===== src/pkg/cpr_pkg.sv =====
package cpr_pkg;

   // data widths
   localparam int RAW_W  = 10;
   localparam int PIX_W  = 16;
   localparam int ADDR_W = 32;
   localparam int RA_W   = 8;

   // register byte offsets
   localparam logic [RA_W-1:0] OFF_CTRL      = 8'h00;
   localparam logic [RA_W-1:0] OFF_RATIO     = 8'h04;
   localparam logic [RA_W-1:0] OFF_MEM_IN    = 8'h08;
   localparam logic [RA_W-1:0] OFF_IN_SIZE   = 8'h0C;
   localparam logic [RA_W-1:0] OFF_OUT_BASE  = 8'h10;
   localparam logic [RA_W-1:0] OFF_STRIDE    = 8'h14;
   localparam logic [RA_W-1:0] OFF_BUF_COUNT = 8'h18;
   localparam logic [RA_W-1:0] OFF_STATUS    = 8'h1C;
   localparam logic [RA_W-1:0] OFF_IRQ_STAT  = 8'h20;
   localparam logic [RA_W-1:0] OFF_IRQ_MASK  = 8'h24;

   // control register fields
   localparam int CTL_VIDEO_PORT_ENABLE  = 0;
   localparam int CTL_RAW_MEM_WRITE      = 1;
   localparam int CTL_MEM_TO_RSZ_SELECT  = 2;
   localparam int CTL_PIPELINE_SOURCE    = 3;
   localparam int CTL_PIPE_TO_RSZ_PORT   = 4;
   localparam int CTL_PIPE_TO_MEM_PORT   = 5;
   localparam int CTL_RSZ_INPUT_SOURCE   = 6;
   localparam int CTL_HIST_SOURCE        = 7;
   localparam int CTL_RSZ_ENABLE         = 8;
   localparam int CTL_TWO_PASS           = 9;
   localparam int CTL_W                  = 10;
   localparam logic [CTL_W-1:0] CTRL_RESET = 10'h000;

   // resize ratio field: 256 means 1:1; 64 is 4x up, 1024 is 1/4 down
   localparam int RATIO_W = 11;
   localparam logic [RATIO_W-1:0] RATIO_RESET = 11'h100;
   localparam logic [RATIO_W-1:0] RATIO_MIN   = 11'h040;
   localparam logic [RATIO_W-1:0] RATIO_MAX   = 11'h400;

   localparam int SIZE_W = 16;
   localparam int BUF_W  = 4;
   localparam logic [BUF_W-1:0] BUF_COUNT_RESET = 4'h1;

   // status fields
   localparam int ST_FRAME_ACTIVE = 0;
   localparam int ST_RSZ_BUSY     = 1;
   localparam int ST_PASS         = 2;
   localparam int ST_BUF_LSB      = 4;

   // interrupt events
   localparam int IRQ_W         = 4;
   localparam int IRQ_PIPE_EOF  = 0;
   localparam int IRQ_RSZ_EOF   = 1;
   localparam int IRQ_RATIO_ERR = 2;
   localparam int IRQ_MEM_DONE  = 3;
   localparam logic [IRQ_W-1:0] IRQ_RESET = 4'h0;

   // memory read pacing: one request per two dma clock cycles
   localparam logic [1:0] MRD_PACE = 2'h2;
   localparam logic [ADDR_W-1:0] PIX_BYTES = 32'h0000_0002;
   localparam logic [7:0] CHROMA_MID = 8'h80;

   typedef enum logic [1:0] {
      RSZ_IDLE  = 2'b00,
      RSZ_MEM   = 2'b01,
      RSZ_DRAIN = 2'b11,
      RSZ_LIVE  = 2'b10
   } cpr_rsz_state_t;

endpackage : cpr_pkg


===== src/hdl/cpr_sync.sv =====
`timescale 1ns/1ns
// three-stage synchroniser; output follows only once stages two and three agree
module cpr_sync #(
   parameter int W = 1
) (
   // clock and reset
   input  wire logic         clk_i,
   input  wire logic         rst_n_i,
   // asynchronous input and clean output
   input  wire logic [W-1:0] d_i,
   output logic      [W-1:0] q_o
);

   logic [W-1:0] s1;
   logic [W-1:0] s2;
   logic [W-1:0] s3;

   always_ff @(posedge clk_i) begin
      if (!rst_n_i) begin
         s1  <= '0;
         s2  <= '0;
         s3  <= '0;
         q_o <= '0;
      end else begin
         s1 <= d_i;
         s2 <= s1;
         s3 <= s2;
         if (s2 == s3) begin
            q_o <= s3;
         end
      end
   end

endmodule : cpr_sync


===== src/hdl/cpr_router.sv =====
`timescale 1ns/1ns
module cpr_router
   import cpr_pkg::*;
(
   // clock and reset
   input  wire logic              clk_i,
   input  wire logic              rst_n_i,
   // register port
   input  wire logic [RA_W-1:0]   reg_addr_i,
   input  wire logic [31:0]       reg_wdata_i,
   input  wire logic              reg_we_i,
   input  wire logic              reg_re_i,
   output logic      [31:0]       reg_rdata_o,
   // sensor pins
   input  wire logic [RAW_W-1:0]  sen_data_i,
   input  wire logic              sen_valid_i,
   input  wire logic              sen_frame_i,
   // raw fan-out
   output logic      [RAW_W-1:0]  stats_data_o,
   output logic                   stats_valid_o,
   output logic      [RAW_W-1:0]  hist_data_o,
   output logic                   hist_valid_o,
   output logic      [PIX_W-1:0]  pipe_data_o,
   output logic                   pipe_valid_o,
   // resizer port
   output logic      [PIX_W-1:0]  rsz_in_data_o,
   output logic                   rsz_in_valid_o,
   input  wire logic [PIX_W-1:0]  rsz_out_data_i,
   input  wire logic              rsz_out_valid_i,
   input  wire logic              rsz_eof_i,
   // memory read
   output logic                   mrd_req_o,
   output logic      [ADDR_W-1:0] mrd_addr_o,
   input  wire logic [PIX_W-1:0]  mrd_data_i,
   input  wire logic              mrd_valid_i,
   // memory write
   output logic                   mwr_valid_o,
   output logic      [ADDR_W-1:0] mwr_addr_o,
   output logic      [PIX_W-1:0]  mwr_data_o,
   // interrupt
   output logic                   irq_o
);

   logic [CTL_W-1:0]   ctrl;
   logic [RATIO_W-1:0] ratio;
   logic [ADDR_W-1:0]  mem_in_addr;
   logic [SIZE_W-1:0]  in_size;
   logic [ADDR_W-1:0]  out_base;
   logic [ADDR_W-1:0]  stride;
   logic [BUF_W-1:0]   buf_count;
   logic [BUF_W-1:0]   buf_index;
   logic [IRQ_W-1:0]   irq_stat;
   logic [IRQ_W-1:0]   irq_mask;
   logic [IRQ_W-1:0]   irq_event;
   logic               pass;

   // synchronised sensor pins
   logic [RAW_W+1:0]   sen_sync;
   logic [RAW_W-1:0]   raw;
   logic               raw_valid;
   logic               frame;
   logic               frame_d;
   logic               valid_d;
   logic               pipe_eof;

   cpr_sync #(
      .W (RAW_W + 2)
   ) u_sync (
      .clk_i   (clk_i),
      .rst_n_i (rst_n_i),
      .d_i     ({sen_frame_i, sen_valid_i, sen_data_i}),
      .q_o     (sen_sync)
   );

   assign raw       = sen_sync[RAW_W-1:0];
   // the filter passes only valid pulses of two cycles or more, so a sample is taken on its rise
   assign raw_valid = sen_sync[RAW_W] & ~valid_d & sen_sync[RAW_W+1]
                      & ctrl[CTL_VIDEO_PORT_ENABLE];
   assign frame     = sen_sync[RAW_W+1];
   assign pipe_eof  = frame_d & ~frame;

   always_ff @(posedge clk_i) begin
      if (!rst_n_i) begin
         frame_d <= 1'b0;
         valid_d <= 1'b0;
      end else begin
         frame_d <= frame;
         valid_d <= sen_sync[RAW_W];
      end
   end

   // raw fan-out to statistics and histogram
   always_ff @(posedge clk_i) begin
      if (!rst_n_i) begin
         stats_data_o  <= '0;
         stats_valid_o <= 1'b0;
         hist_data_o   <= '0;
         hist_valid_o  <= 1'b0;
      end else begin
         stats_data_o  <= raw;
         stats_valid_o <= raw_valid;
         hist_data_o   <= raw;
         // histogram source 1 means memory input, so live data is withheld
         hist_valid_o  <= raw_valid & ~ctrl[CTL_HIST_SOURCE];
      end
   end

   // pipeline: luma from the sample, chroma CHROMA_MID plus the top bits of its difference to the previous sample
   logic             chroma_sel;
   logic [RAW_W-1:0] raw_prev;
   logic [RAW_W:0]   diff;
   logic             pipe_in_valid;
   logic [PIX_W-1:0] next_pipe_word;

   assign pipe_in_valid  = raw_valid & ~ctrl[CTL_PIPELINE_SOURCE];
   assign diff           = {1'b0, raw} - {1'b0, raw_prev};
   assign next_pipe_word = {CHROMA_MID + diff[RAW_W:RAW_W-7], raw[RAW_W-1:2]};

   always_ff @(posedge clk_i) begin
      if (!rst_n_i) begin
         chroma_sel   <= 1'b0;
         raw_prev     <= '0;
         pipe_data_o  <= '0;
         pipe_valid_o <= 1'b0;
      end else begin
         pipe_valid_o <= pipe_in_valid;
         if (pipe_in_valid) begin
            pipe_data_o <= next_pipe_word;
            raw_prev    <= raw;
            chroma_sel  <= ~chroma_sel;
         end
         if (pipe_eof) begin
            chroma_sel <= 1'b0;
         end
      end
   end

   // resizer input routing and memory reader
   cpr_rsz_state_t   rsz_state;
   logic [SIZE_W-1:0] rd_left;
   logic [1:0]        pace;
   logic              ratio_ok;
   logic              rsz_start;
   logic              ratio_err;
   logic              mem_done;

   assign ratio_ok  = (ratio >= RATIO_MIN) && (ratio <= RATIO_MAX);
   assign rsz_start = ctrl[CTL_RSZ_ENABLE] && rsz_state == RSZ_IDLE;
   assign ratio_err = rsz_start && !ratio_ok;
   assign mem_done  = rsz_state == RSZ_MEM && rd_left == '0;

   always_ff @(posedge clk_i) begin
      if (!rst_n_i) begin
         rsz_state  <= RSZ_IDLE;
         rd_left    <= '0;
         pace       <= '0;
         mrd_req_o  <= 1'b0;
         mrd_addr_o <= '0;
      end else begin
         mrd_req_o <= 1'b0;
         case (rsz_state)
            RSZ_IDLE: begin
               if (rsz_start && ratio_ok) begin
                  if (ctrl[CTL_RSZ_INPUT_SOURCE]) begin
                     rsz_state  <= RSZ_MEM;
                     rd_left    <= in_size;
                     mrd_addr_o <= mem_in_addr;
                     pace       <= '0;
                  end else begin
                     rsz_state <= RSZ_LIVE;
                  end
               end
            end
            RSZ_MEM: begin
               if (rd_left == '0) begin
                  rsz_state <= RSZ_DRAIN;
               end else if (pace == '0) begin
                  mrd_req_o <= 1'b1;
                  pace      <= MRD_PACE - 2'h1;
                  rd_left   <= rd_left - 16'h0001;
               end else begin
                  pace <= pace - 2'h1;
                  if (pace == 2'h1) begin
                     mrd_addr_o <= mrd_addr_o + PIX_BYTES;
                  end
               end
            end
            RSZ_DRAIN, RSZ_LIVE: begin
               if (rsz_eof_i) begin
                  rsz_state <= RSZ_IDLE;
               end
            end
            default: begin
               rsz_state <= RSZ_IDLE;
            end
         endcase
      end
   end

   always_ff @(posedge clk_i) begin
      if (!rst_n_i) begin
         rsz_in_data_o  <= '0;
         rsz_in_valid_o <= 1'b0;
      end else if (rsz_state == RSZ_LIVE) begin
         // live pass never reads external memory
         rsz_in_data_o  <= next_pipe_word;
         rsz_in_valid_o <= pipe_in_valid & ctrl[CTL_PIPE_TO_RSZ_PORT];
      end else if (rsz_state == RSZ_MEM || rsz_state == RSZ_DRAIN) begin
         rsz_in_data_o  <= mrd_data_i;
         rsz_in_valid_o <= mrd_valid_i;
      end else begin
         rsz_in_valid_o <= 1'b0;
      end
   end

   // pass tracking for two-pass zoom
   always_ff @(posedge clk_i) begin
      if (!rst_n_i) begin
         pass <= 1'b0;
      end else if (!ctrl[CTL_TWO_PASS]) begin
         pass <= 1'b0;
      end else if (rsz_eof_i && rsz_state != RSZ_IDLE) begin
         pass <= ~pass;
      end
   end

   // frame writer into circular buffers
   logic             wr_valid;
   logic [PIX_W-1:0] wr_data;
   logic             wr_eof;
   logic [ADDR_W-1:0] wr_offset;
   logic [ADDR_W-1:0] buf_addr;

   always_comb begin
      if (ctrl[CTL_RAW_MEM_WRITE]) begin
         wr_valid = raw_valid;
         wr_data  = {{(PIX_W-RAW_W){1'b0}}, raw};
         wr_eof   = pipe_eof;
      end else if (ctrl[CTL_PIPE_TO_MEM_PORT]) begin
         wr_valid = pipe_in_valid;
         wr_data  = next_pipe_word;
         wr_eof   = pipe_eof;
      end else begin
         wr_valid = rsz_out_valid_i;
         wr_data  = rsz_out_data_i;
         wr_eof   = rsz_eof_i;
      end
   end

   // a product wider than 32 bits is cut on purpose; buffers live below 4 GiB
   assign buf_addr = out_base + ADDR_W'(stride * {{(ADDR_W-BUF_W){1'b0}}, buf_index});

   always_ff @(posedge clk_i) begin
      if (!rst_n_i) begin
         buf_index   <= '0;
         wr_offset   <= '0;
         mwr_valid_o <= 1'b0;
         mwr_addr_o  <= '0;
         mwr_data_o  <= '0;
      end else begin
         mwr_valid_o <= wr_valid;
         mwr_data_o  <= wr_data;
         mwr_addr_o  <= buf_addr + wr_offset;
         if (wr_eof) begin
            wr_offset <= '0;
            if (buf_index + 4'h1 >= buf_count) begin
               buf_index <= '0;
            end else begin
               buf_index <= buf_index + 4'h1;
            end
         end else if (wr_valid) begin
            wr_offset <= wr_offset + PIX_BYTES;
         end
      end
   end

   // interrupts: set wins over the write-one-to-clear
   assign irq_event[IRQ_PIPE_EOF]  = pipe_eof;
   assign irq_event[IRQ_RSZ_EOF]   = rsz_eof_i && rsz_state != RSZ_IDLE;
   assign irq_event[IRQ_RATIO_ERR] = ratio_err;
   assign irq_event[IRQ_MEM_DONE]  = mem_done;

   always_ff @(posedge clk_i) begin
      if (!rst_n_i) begin
         irq_stat <= IRQ_RESET;
      end else begin
         if (reg_we_i && reg_addr_i == OFF_IRQ_STAT) begin
            irq_stat <= (irq_stat & ~reg_wdata_i[IRQ_W-1:0]) | irq_event;
         end else begin
            irq_stat <= irq_stat | irq_event;
         end
      end
   end

   always_ff @(posedge clk_i) begin
      if (!rst_n_i) begin
         irq_o <= 1'b0;
      end else begin
         irq_o <= |(irq_stat & irq_mask);
      end
   end

   // register writes
   always_ff @(posedge clk_i) begin
      if (!rst_n_i) begin
         ctrl        <= CTRL_RESET;
         ratio       <= RATIO_RESET;
         mem_in_addr <= '0;
         in_size     <= '0;
         out_base    <= '0;
         stride      <= '0;
         buf_count   <= BUF_COUNT_RESET;
         irq_mask    <= IRQ_RESET;
      end else begin
         // enable is one-shot: it drops when the pass ends or is refused
         if (irq_event[IRQ_RSZ_EOF] || ratio_err) begin
            ctrl[CTL_RSZ_ENABLE] <= 1'b0;
         end
         if (reg_we_i) begin
            case (reg_addr_i)
               OFF_CTRL:      ctrl        <= reg_wdata_i[CTL_W-1:0];
               OFF_RATIO:     ratio       <= reg_wdata_i[RATIO_W-1:0];
               OFF_MEM_IN:    mem_in_addr <= reg_wdata_i;
               OFF_IN_SIZE:   in_size     <= reg_wdata_i[SIZE_W-1:0];
               OFF_OUT_BASE:  out_base    <= reg_wdata_i;
               OFF_STRIDE:    stride      <= reg_wdata_i;
               OFF_BUF_COUNT: buf_count   <= reg_wdata_i[BUF_W-1:0];
               OFF_IRQ_MASK:  irq_mask    <= reg_wdata_i[IRQ_W-1:0];
               default: begin
               end
            endcase
         end
      end
   end

   // register reads, data one cycle after the strobe
   always_ff @(posedge clk_i) begin
      if (!rst_n_i) begin
         reg_rdata_o <= '0;
      end else if (reg_re_i) begin
         case (reg_addr_i)
            OFF_CTRL:      reg_rdata_o <= 32'(ctrl);
            OFF_RATIO:     reg_rdata_o <= 32'(ratio);
            OFF_MEM_IN:    reg_rdata_o <= mem_in_addr;
            OFF_IN_SIZE:   reg_rdata_o <= 32'(in_size);
            OFF_OUT_BASE:  reg_rdata_o <= out_base;
            OFF_STRIDE:    reg_rdata_o <= stride;
            OFF_BUF_COUNT: reg_rdata_o <= 32'(buf_count);
            OFF_STATUS: begin
               reg_rdata_o                  <= '0;
               reg_rdata_o[ST_FRAME_ACTIVE] <= frame;
               reg_rdata_o[ST_RSZ_BUSY]     <= rsz_state != RSZ_IDLE;
               reg_rdata_o[ST_PASS]         <= pass;
               reg_rdata_o[ST_BUF_LSB+:BUF_W] <= buf_index;
            end
            OFF_IRQ_STAT:  reg_rdata_o <= 32'(irq_stat);
            OFF_IRQ_MASK:  reg_rdata_o <= 32'(irq_mask);
            default:       reg_rdata_o <= '0;
         endcase
      end else begin
         reg_rdata_o <= '0;
      end
   end

endmodule : cpr_router


===== config.mk =====
export PLATFORM = sky130hd
export DESIGN_NAME = cpr_router
export DESIGN_NICKNAME = d
export VERILOG_FILES = /design/src/pkg/cpr_pkg.sv /design/src/hdl/cpr_sync.sv /design/src/hdl/cpr_router.sv
export SDC_FILE = /design/constraint.sdc
export NUM_CORES = 1
export LEC_CHECK = 0
export BUFFER_PORTS_ARGS = -buffer_cell sky130_fd_sc_hd__buf_2
export CAP_MARGIN = 15
export CELL_PAD_IN_SITES_DETAIL_PLACEMENT = 0
export CELL_PAD_IN_SITES_GLOBAL_PLACEMENT = 1
export CORE_MARGIN = 8
export CORE_UTILIZATION = 31
export DETAILED_ROUTE_END_ITERATION = 7
export GPL_TIMING_DRIVEN = 0
export MAX_ROUTING_LAYER = met4
export PLACE_DENSITY_LB_ADDON = 0.1
export RECOVER_POWER = 100
export SYNTH_ARGS = -nofsm -noshare
export SYNTH_HDL_FRONTEND = slang
export SYNTH_SLANG_ARGS = --single-unit
export TNS_END_PERCENT = 100

===== constraint.sdc =====
create_clock -name clk_i -period 4.6 [get_ports clk_i]
set_input_delay 0.46 -clock clk_i [delete_from_list [all_inputs] [get_ports clk_i]]
set_output_delay 0.46 -clock clk_i [all_outputs]
set_load 0.005 [all_outputs]

==> results <==
- The post-route cell area is 26,700 sq um.
- The mapped netlist covers 22,400 sq um.
- The power density normalized to cell area is 311 nW/um^2.
- For the worst-skew pair, the clock arrives at the later sink with an insertion delay of 620 ps.
- The detailed router finished its first iteration with 1,535 violations.
- The number of non-filler instances in the completed layout is 3,990.
- The clock passes through at most 3 buffers.
- The worst-case vdd ir drop is 0.000268 V.
- The measured slew at the worst slew-check pin is 2270 ps.
- The count of endpoints failing hold in the final timing report came to 0.
- For the final database, setup skew stands at about 14 ps.
- The number of global-route vias before repair came to 20,700.
- The placed instances occupy a cell area of roughly 25,000 sq um.
- Averaged over all synthesized cells, the footprint is 8.34 sq um.
- The number of CTS-inserted buffers is 52.
- The initialized floorplan defines 98 standard-cell rows.
- The final reports fail on max-capacitance violations, max-slew violations.
- The total power draw is 8.29 mW.
- The die is 285 um tall.
- Summed over all instances, the cell type with the most area after synthesis is sky130_fd_sc_hd__dfxtp_1.
- Once detailed placement completed, the half-perimeter wirelength came to 72,600 um.
- The path category of the worst min-delay check is primary input to register.
- For this run, the register share of the synthesized area comes to 37.0%.
- The most used flip-flop cell after synthesis is sky130_fd_sc_hd__dfxtp_1.
- The number of ports placed on the die boundary is around 260.
- The worst-case headroom to the max-slew limit is -51.7%.
- The highest clock frequency the design can meet is about 0.22 GHz.
- The final route contains 20,300 vias.
- The initial antenna violation count is 11.
- Dividing the final minimum period by the clock period gives 97.2%.
- The largest fanout on the critical path is 10.
- Data arrives at the worst endpoint at around 4900 ps.
- The number of unique standard cell types used by synthesis is 90.
- The count of hold-fix buffers inserted at cts is 0.
- The count of final setup violators is 0.
- Dividing the detail-routed via count by the number of cells gives 5.09.
- The clock period minus final worst setup slack is 4470 ps.
- The total routing resource utilization after global routing is a little under a quarter.
- STA classifies the critical path startpoint as a register.
- The root buffer cell chosen for the clock tree is sky130_fd_sc_hd__clkbuf_16.
- Once layout is complete, the utilization of the core stands at between 30% and 40%.
- The die area is 81,100 sq um.
- The number of nets handed over by synthesis was roughly 3,000.
- The placed cell count is between 3,000 and 4,000.
- Input and output buffers added on the ports amount to between 200 and 300.
- CTS built an H-tree with a depth of 2.
- Sorting the synthesized cells by area gives the leading types as sky130_fd_sc_hd__dfxtp_1 37%, sky130_fd_sc_hd__fa_1 10%, sky130_fd_sc_hd__nand2_1 7.0%.
- The detailed-route wire length per cell is approximately 23 um.
- The post-route netlist has approximately 10% of its cells at a drive strength greater than 1.
- The weighted congestion reported at the end of routability-driven placement is 0.881.
- Clock-pin slew was measured on the worst setup and hold paths at 60 ps.
- The placeable core region is between 70,000 and 80,000 sq um.
- The reported max-cap violation count is 1.
- The final wirelength is 91,700 um.
- STA classifies the critical path endpoint as a register.
- The number of pins with negative max-slew slack in the final report came to 8.
- The category of the most critical setup path is register to register.
- The number of synthesized flops with an enable pin is 0.
- The fraction of synthesis flops using an asynchronous set or reset pin is 0%.
- The analysis attributes to cell leakage a power of 9.98 nW.
- The first global-routing pass estimated between 100,000 and 150,000 um of wire.
- Entering global routing, the biggest net connects 16 pins.
- The required arrival time at the worst endpoint is 5030 ps.
- The area share of the largest cell type after synthesis is around 37%.
- The remaining number of nets flagged by the antenna check after routing is 0.
- The sink count of the clock tree is 414.
- The layout overhead on the synthesized area is 19.2%.
- The overall overflow remaining after global route is 0.
- The run finished, with violations left.
- In the routed design, unresolved DRC markers number 0.
- The flip-flop and latch count after synthesis is 414.
- The TritonCTS clock tree is done.
- The Yosys step of the flow raised 0 warnings.
- The first detailed-routing pass took 5 iterations.
- The width of the chip is about 280 um.
- For this run, the post-layout net count is 3,253.
- Synthesis produced 2,683 cells.
- For this configuration, the core starts out at a cell density of a little under a third.
cells in the final DEF, fill, tap and decap left out, types with 9 or more instances in the layout:
cell	count
sky130_fd_sc_hd__a21o_1	18
sky130_fd_sc_hd__and2_1	139
sky130_fd_sc_hd__or3_1	18
sky130_fd_sc_hd__clkbuf_16	52
sky130_fd_sc_hd__a222oi_1	25
sky130_fd_sc_hd__buf_1	9
sky130_fd_sc_hd__nand2_1	419
sky130_fd_sc_hd__clkbuf_1	258
sky130_fd_sc_hd__nand3_1	85
sky130_fd_sc_hd__nor3_1	27
sky130_fd_sc_hd__a22oi_1	24
sky130_fd_sc_hd__dfxtp_1	410
sky130_fd_sc_hd__buf_4	15
sky130_fd_sc_hd__buf_2	129
sky130_fd_sc_hd__nor2_1	203
sky130_fd_sc_hd__a31oi_1	22
sky130_fd_sc_hd__nand2b_1	18
sky130_fd_sc_hd__nand4_1	24
sky130_fd_sc_hd__o21ai_0	84
sky130_fd_sc_hd__ha_1	40
sky130_fd_sc_hd__mux2i_1	44
sky130_fd_sc_hd__clkbuf_8	14
sky130_fd_sc_hd__inv_1	204
sky130_fd_sc_hd__o21a_1	10
sky130_fd_sc_hd__o21ai_1	10
sky130_fd_sc_hd__a21oi_1	279
sky130_fd_sc_hd__and2_0	25
sky130_fd_sc_hd__xnor2_1	43
sky130_fd_sc_hd__o22ai_1	10
sky130_fd_sc_hd__diode_2	11
sky130_fd_sc_hd__fa_1	116
sky130_fd_sc_hd__xor2_1	24
sky130_fd_sc_hd__a221oi_1	9
sky130_fd_sc_hd__clkbuf_4	13
sky130_fd_sc_hd__a211oi_1	19
sky130_fd_sc_hd__nor4_1	10
sky130_fd_sc_hd__and3_1	17
worst max-delay path, stage by stage (launching register included):
cell	delay [ps]
sky130_fd_sc_hd__dfxtp_2	370
sky130_fd_sc_hd__clkbuf_8	200
sky130_fd_sc_hd__and2_1	190
sky130_fd_sc_hd__fa_1	500
sky130_fd_sc_hd__fa_1	540
sky130_fd_sc_hd__inv_1	50
sky130_fd_sc_hd__fa_1	560
sky130_fd_sc_hd__inv_1	90
sky130_fd_sc_hd__ha_4	310
sky130_fd_sc_hd__and4_4	260
sky130_fd_sc_hd__nand4_1	110
sky130_fd_sc_hd__a311o_2	410
sky130_fd_sc_hd__a211oi_4	350
sky130_fd_sc_hd__a211oi_4	80
sky130_fd_sc_hd__xnor2_1	150
sky130_fd_sc_hd__nor2_1	90
cells by family (layout without fill, tap and decap cells):
group / count (synthesis) / count (layout) / synth area share [%]
simple gates: 1030 / 1030 / 22.0
compound gates: 582 / 582 / 16.0
flops: 414 / 414 / 37.0
buf+inv: 376 / 722 / 6.95
fa+ha+maj: 167 / 167 / 13.2
xor+xnor: 67 / 67 / 2.62
mux: 47 / 47 / 2.17
other cells: 0 / 11 / 0
metrics by stage:
stage	setup TNS [ps]	hold WS (ps)	worst slack (ps)
3_5_place_dp	-18200	417	-1350
6_report	0	43.4	128
2_1_floorplan	0	412	258
3_3_place_gp	-18530	417	-1350
4_1_cts	-0.222	9.04	-0.222
5_1_grt	-3.45	34.5	-3.26
flip-flops by register name, summed over array words and instances (netlist names), 31 cells and up:
register / count
mem_in_addr: 32
reg_rdata_o: 32
mrd_addr_o: 32
stride: 32
out_base: 32
wr_offset: 31
mwr_addr_o: 32
path summary, 6_finish.rpt:
check	start	endpoint	slack, ps	depth (start not counted)
setup / recovery	buf_index[3]	mwr_addr_o[31]	130	15
hold / removal	sen_frame_i	u_sync.s1[11]	40	2
setup reg to reg	buf_index[3]	mwr_addr_o[31]	130	15
hold reg to reg	u_sync.s1[6]	u_sync.s2[6]	430	1
metal layers:
layer / vias to the layer above / share of wire (%) / GRT usage [%]
met4: 0 / 3.7 / 7.81
met5: - / 0 / -
met1: 9911 / 43 / 27.6
met3: 174 / 5.5 / 4.26
met2: 579 / 48 / 37.1
li1: 9663 / - / -
what timing repair did:
item,4_1_cts,5_1_grt
setup endpoints to repair,25,12
pin swaps,4,8
gates resized for setup,54,43
buffers inserted,4,3
hold endpoints to repair,0,0
cells in the mapped netlist (all sizes together), types with 7 or more instances:
cell type / n
xnor2: 43
nand2b: 18
and2: 165
a21oi: 287
o21a: 10
nand2: 421
nor2: 204
a21o: 18
nor3: 32
dfxtp: 414
o21ai: 95
a222oi: 25
buf: 54
inv: 204
a31oi: 22
nor4: 12
a221oi: 10
a211oi: 24
or3: 18
xor2: 24
clkbuf: 118
o22ai: 10
nand3: 85
ha: 51
nor3b: 7
fa: 116
o31ai: 8
and3: 17
nand4: 24
and4: 8
mux2i: 44
a22oi: 24
cell type report:
class	count	area [sq um]
clock inverter	20	340
antenna	11	27.5
inverter	204	766
fill	7545	44800
tap	950	1190
clock buffer	68	1460
sequential	414	8300
buffer	168	826
multi-input combinational	1893	12600
timing repair buffer	262	1160
power by group:
part	leakage [nW]	switching [mW]	internal (mW)
clock network	0.874	1.73	2.63
logic	5.76	0.217	0.0807
registers	3.35	0.0151	3.61
total	9.98	1.97	6.32
No activity file was read; power rests on OpenSTA's default activity.
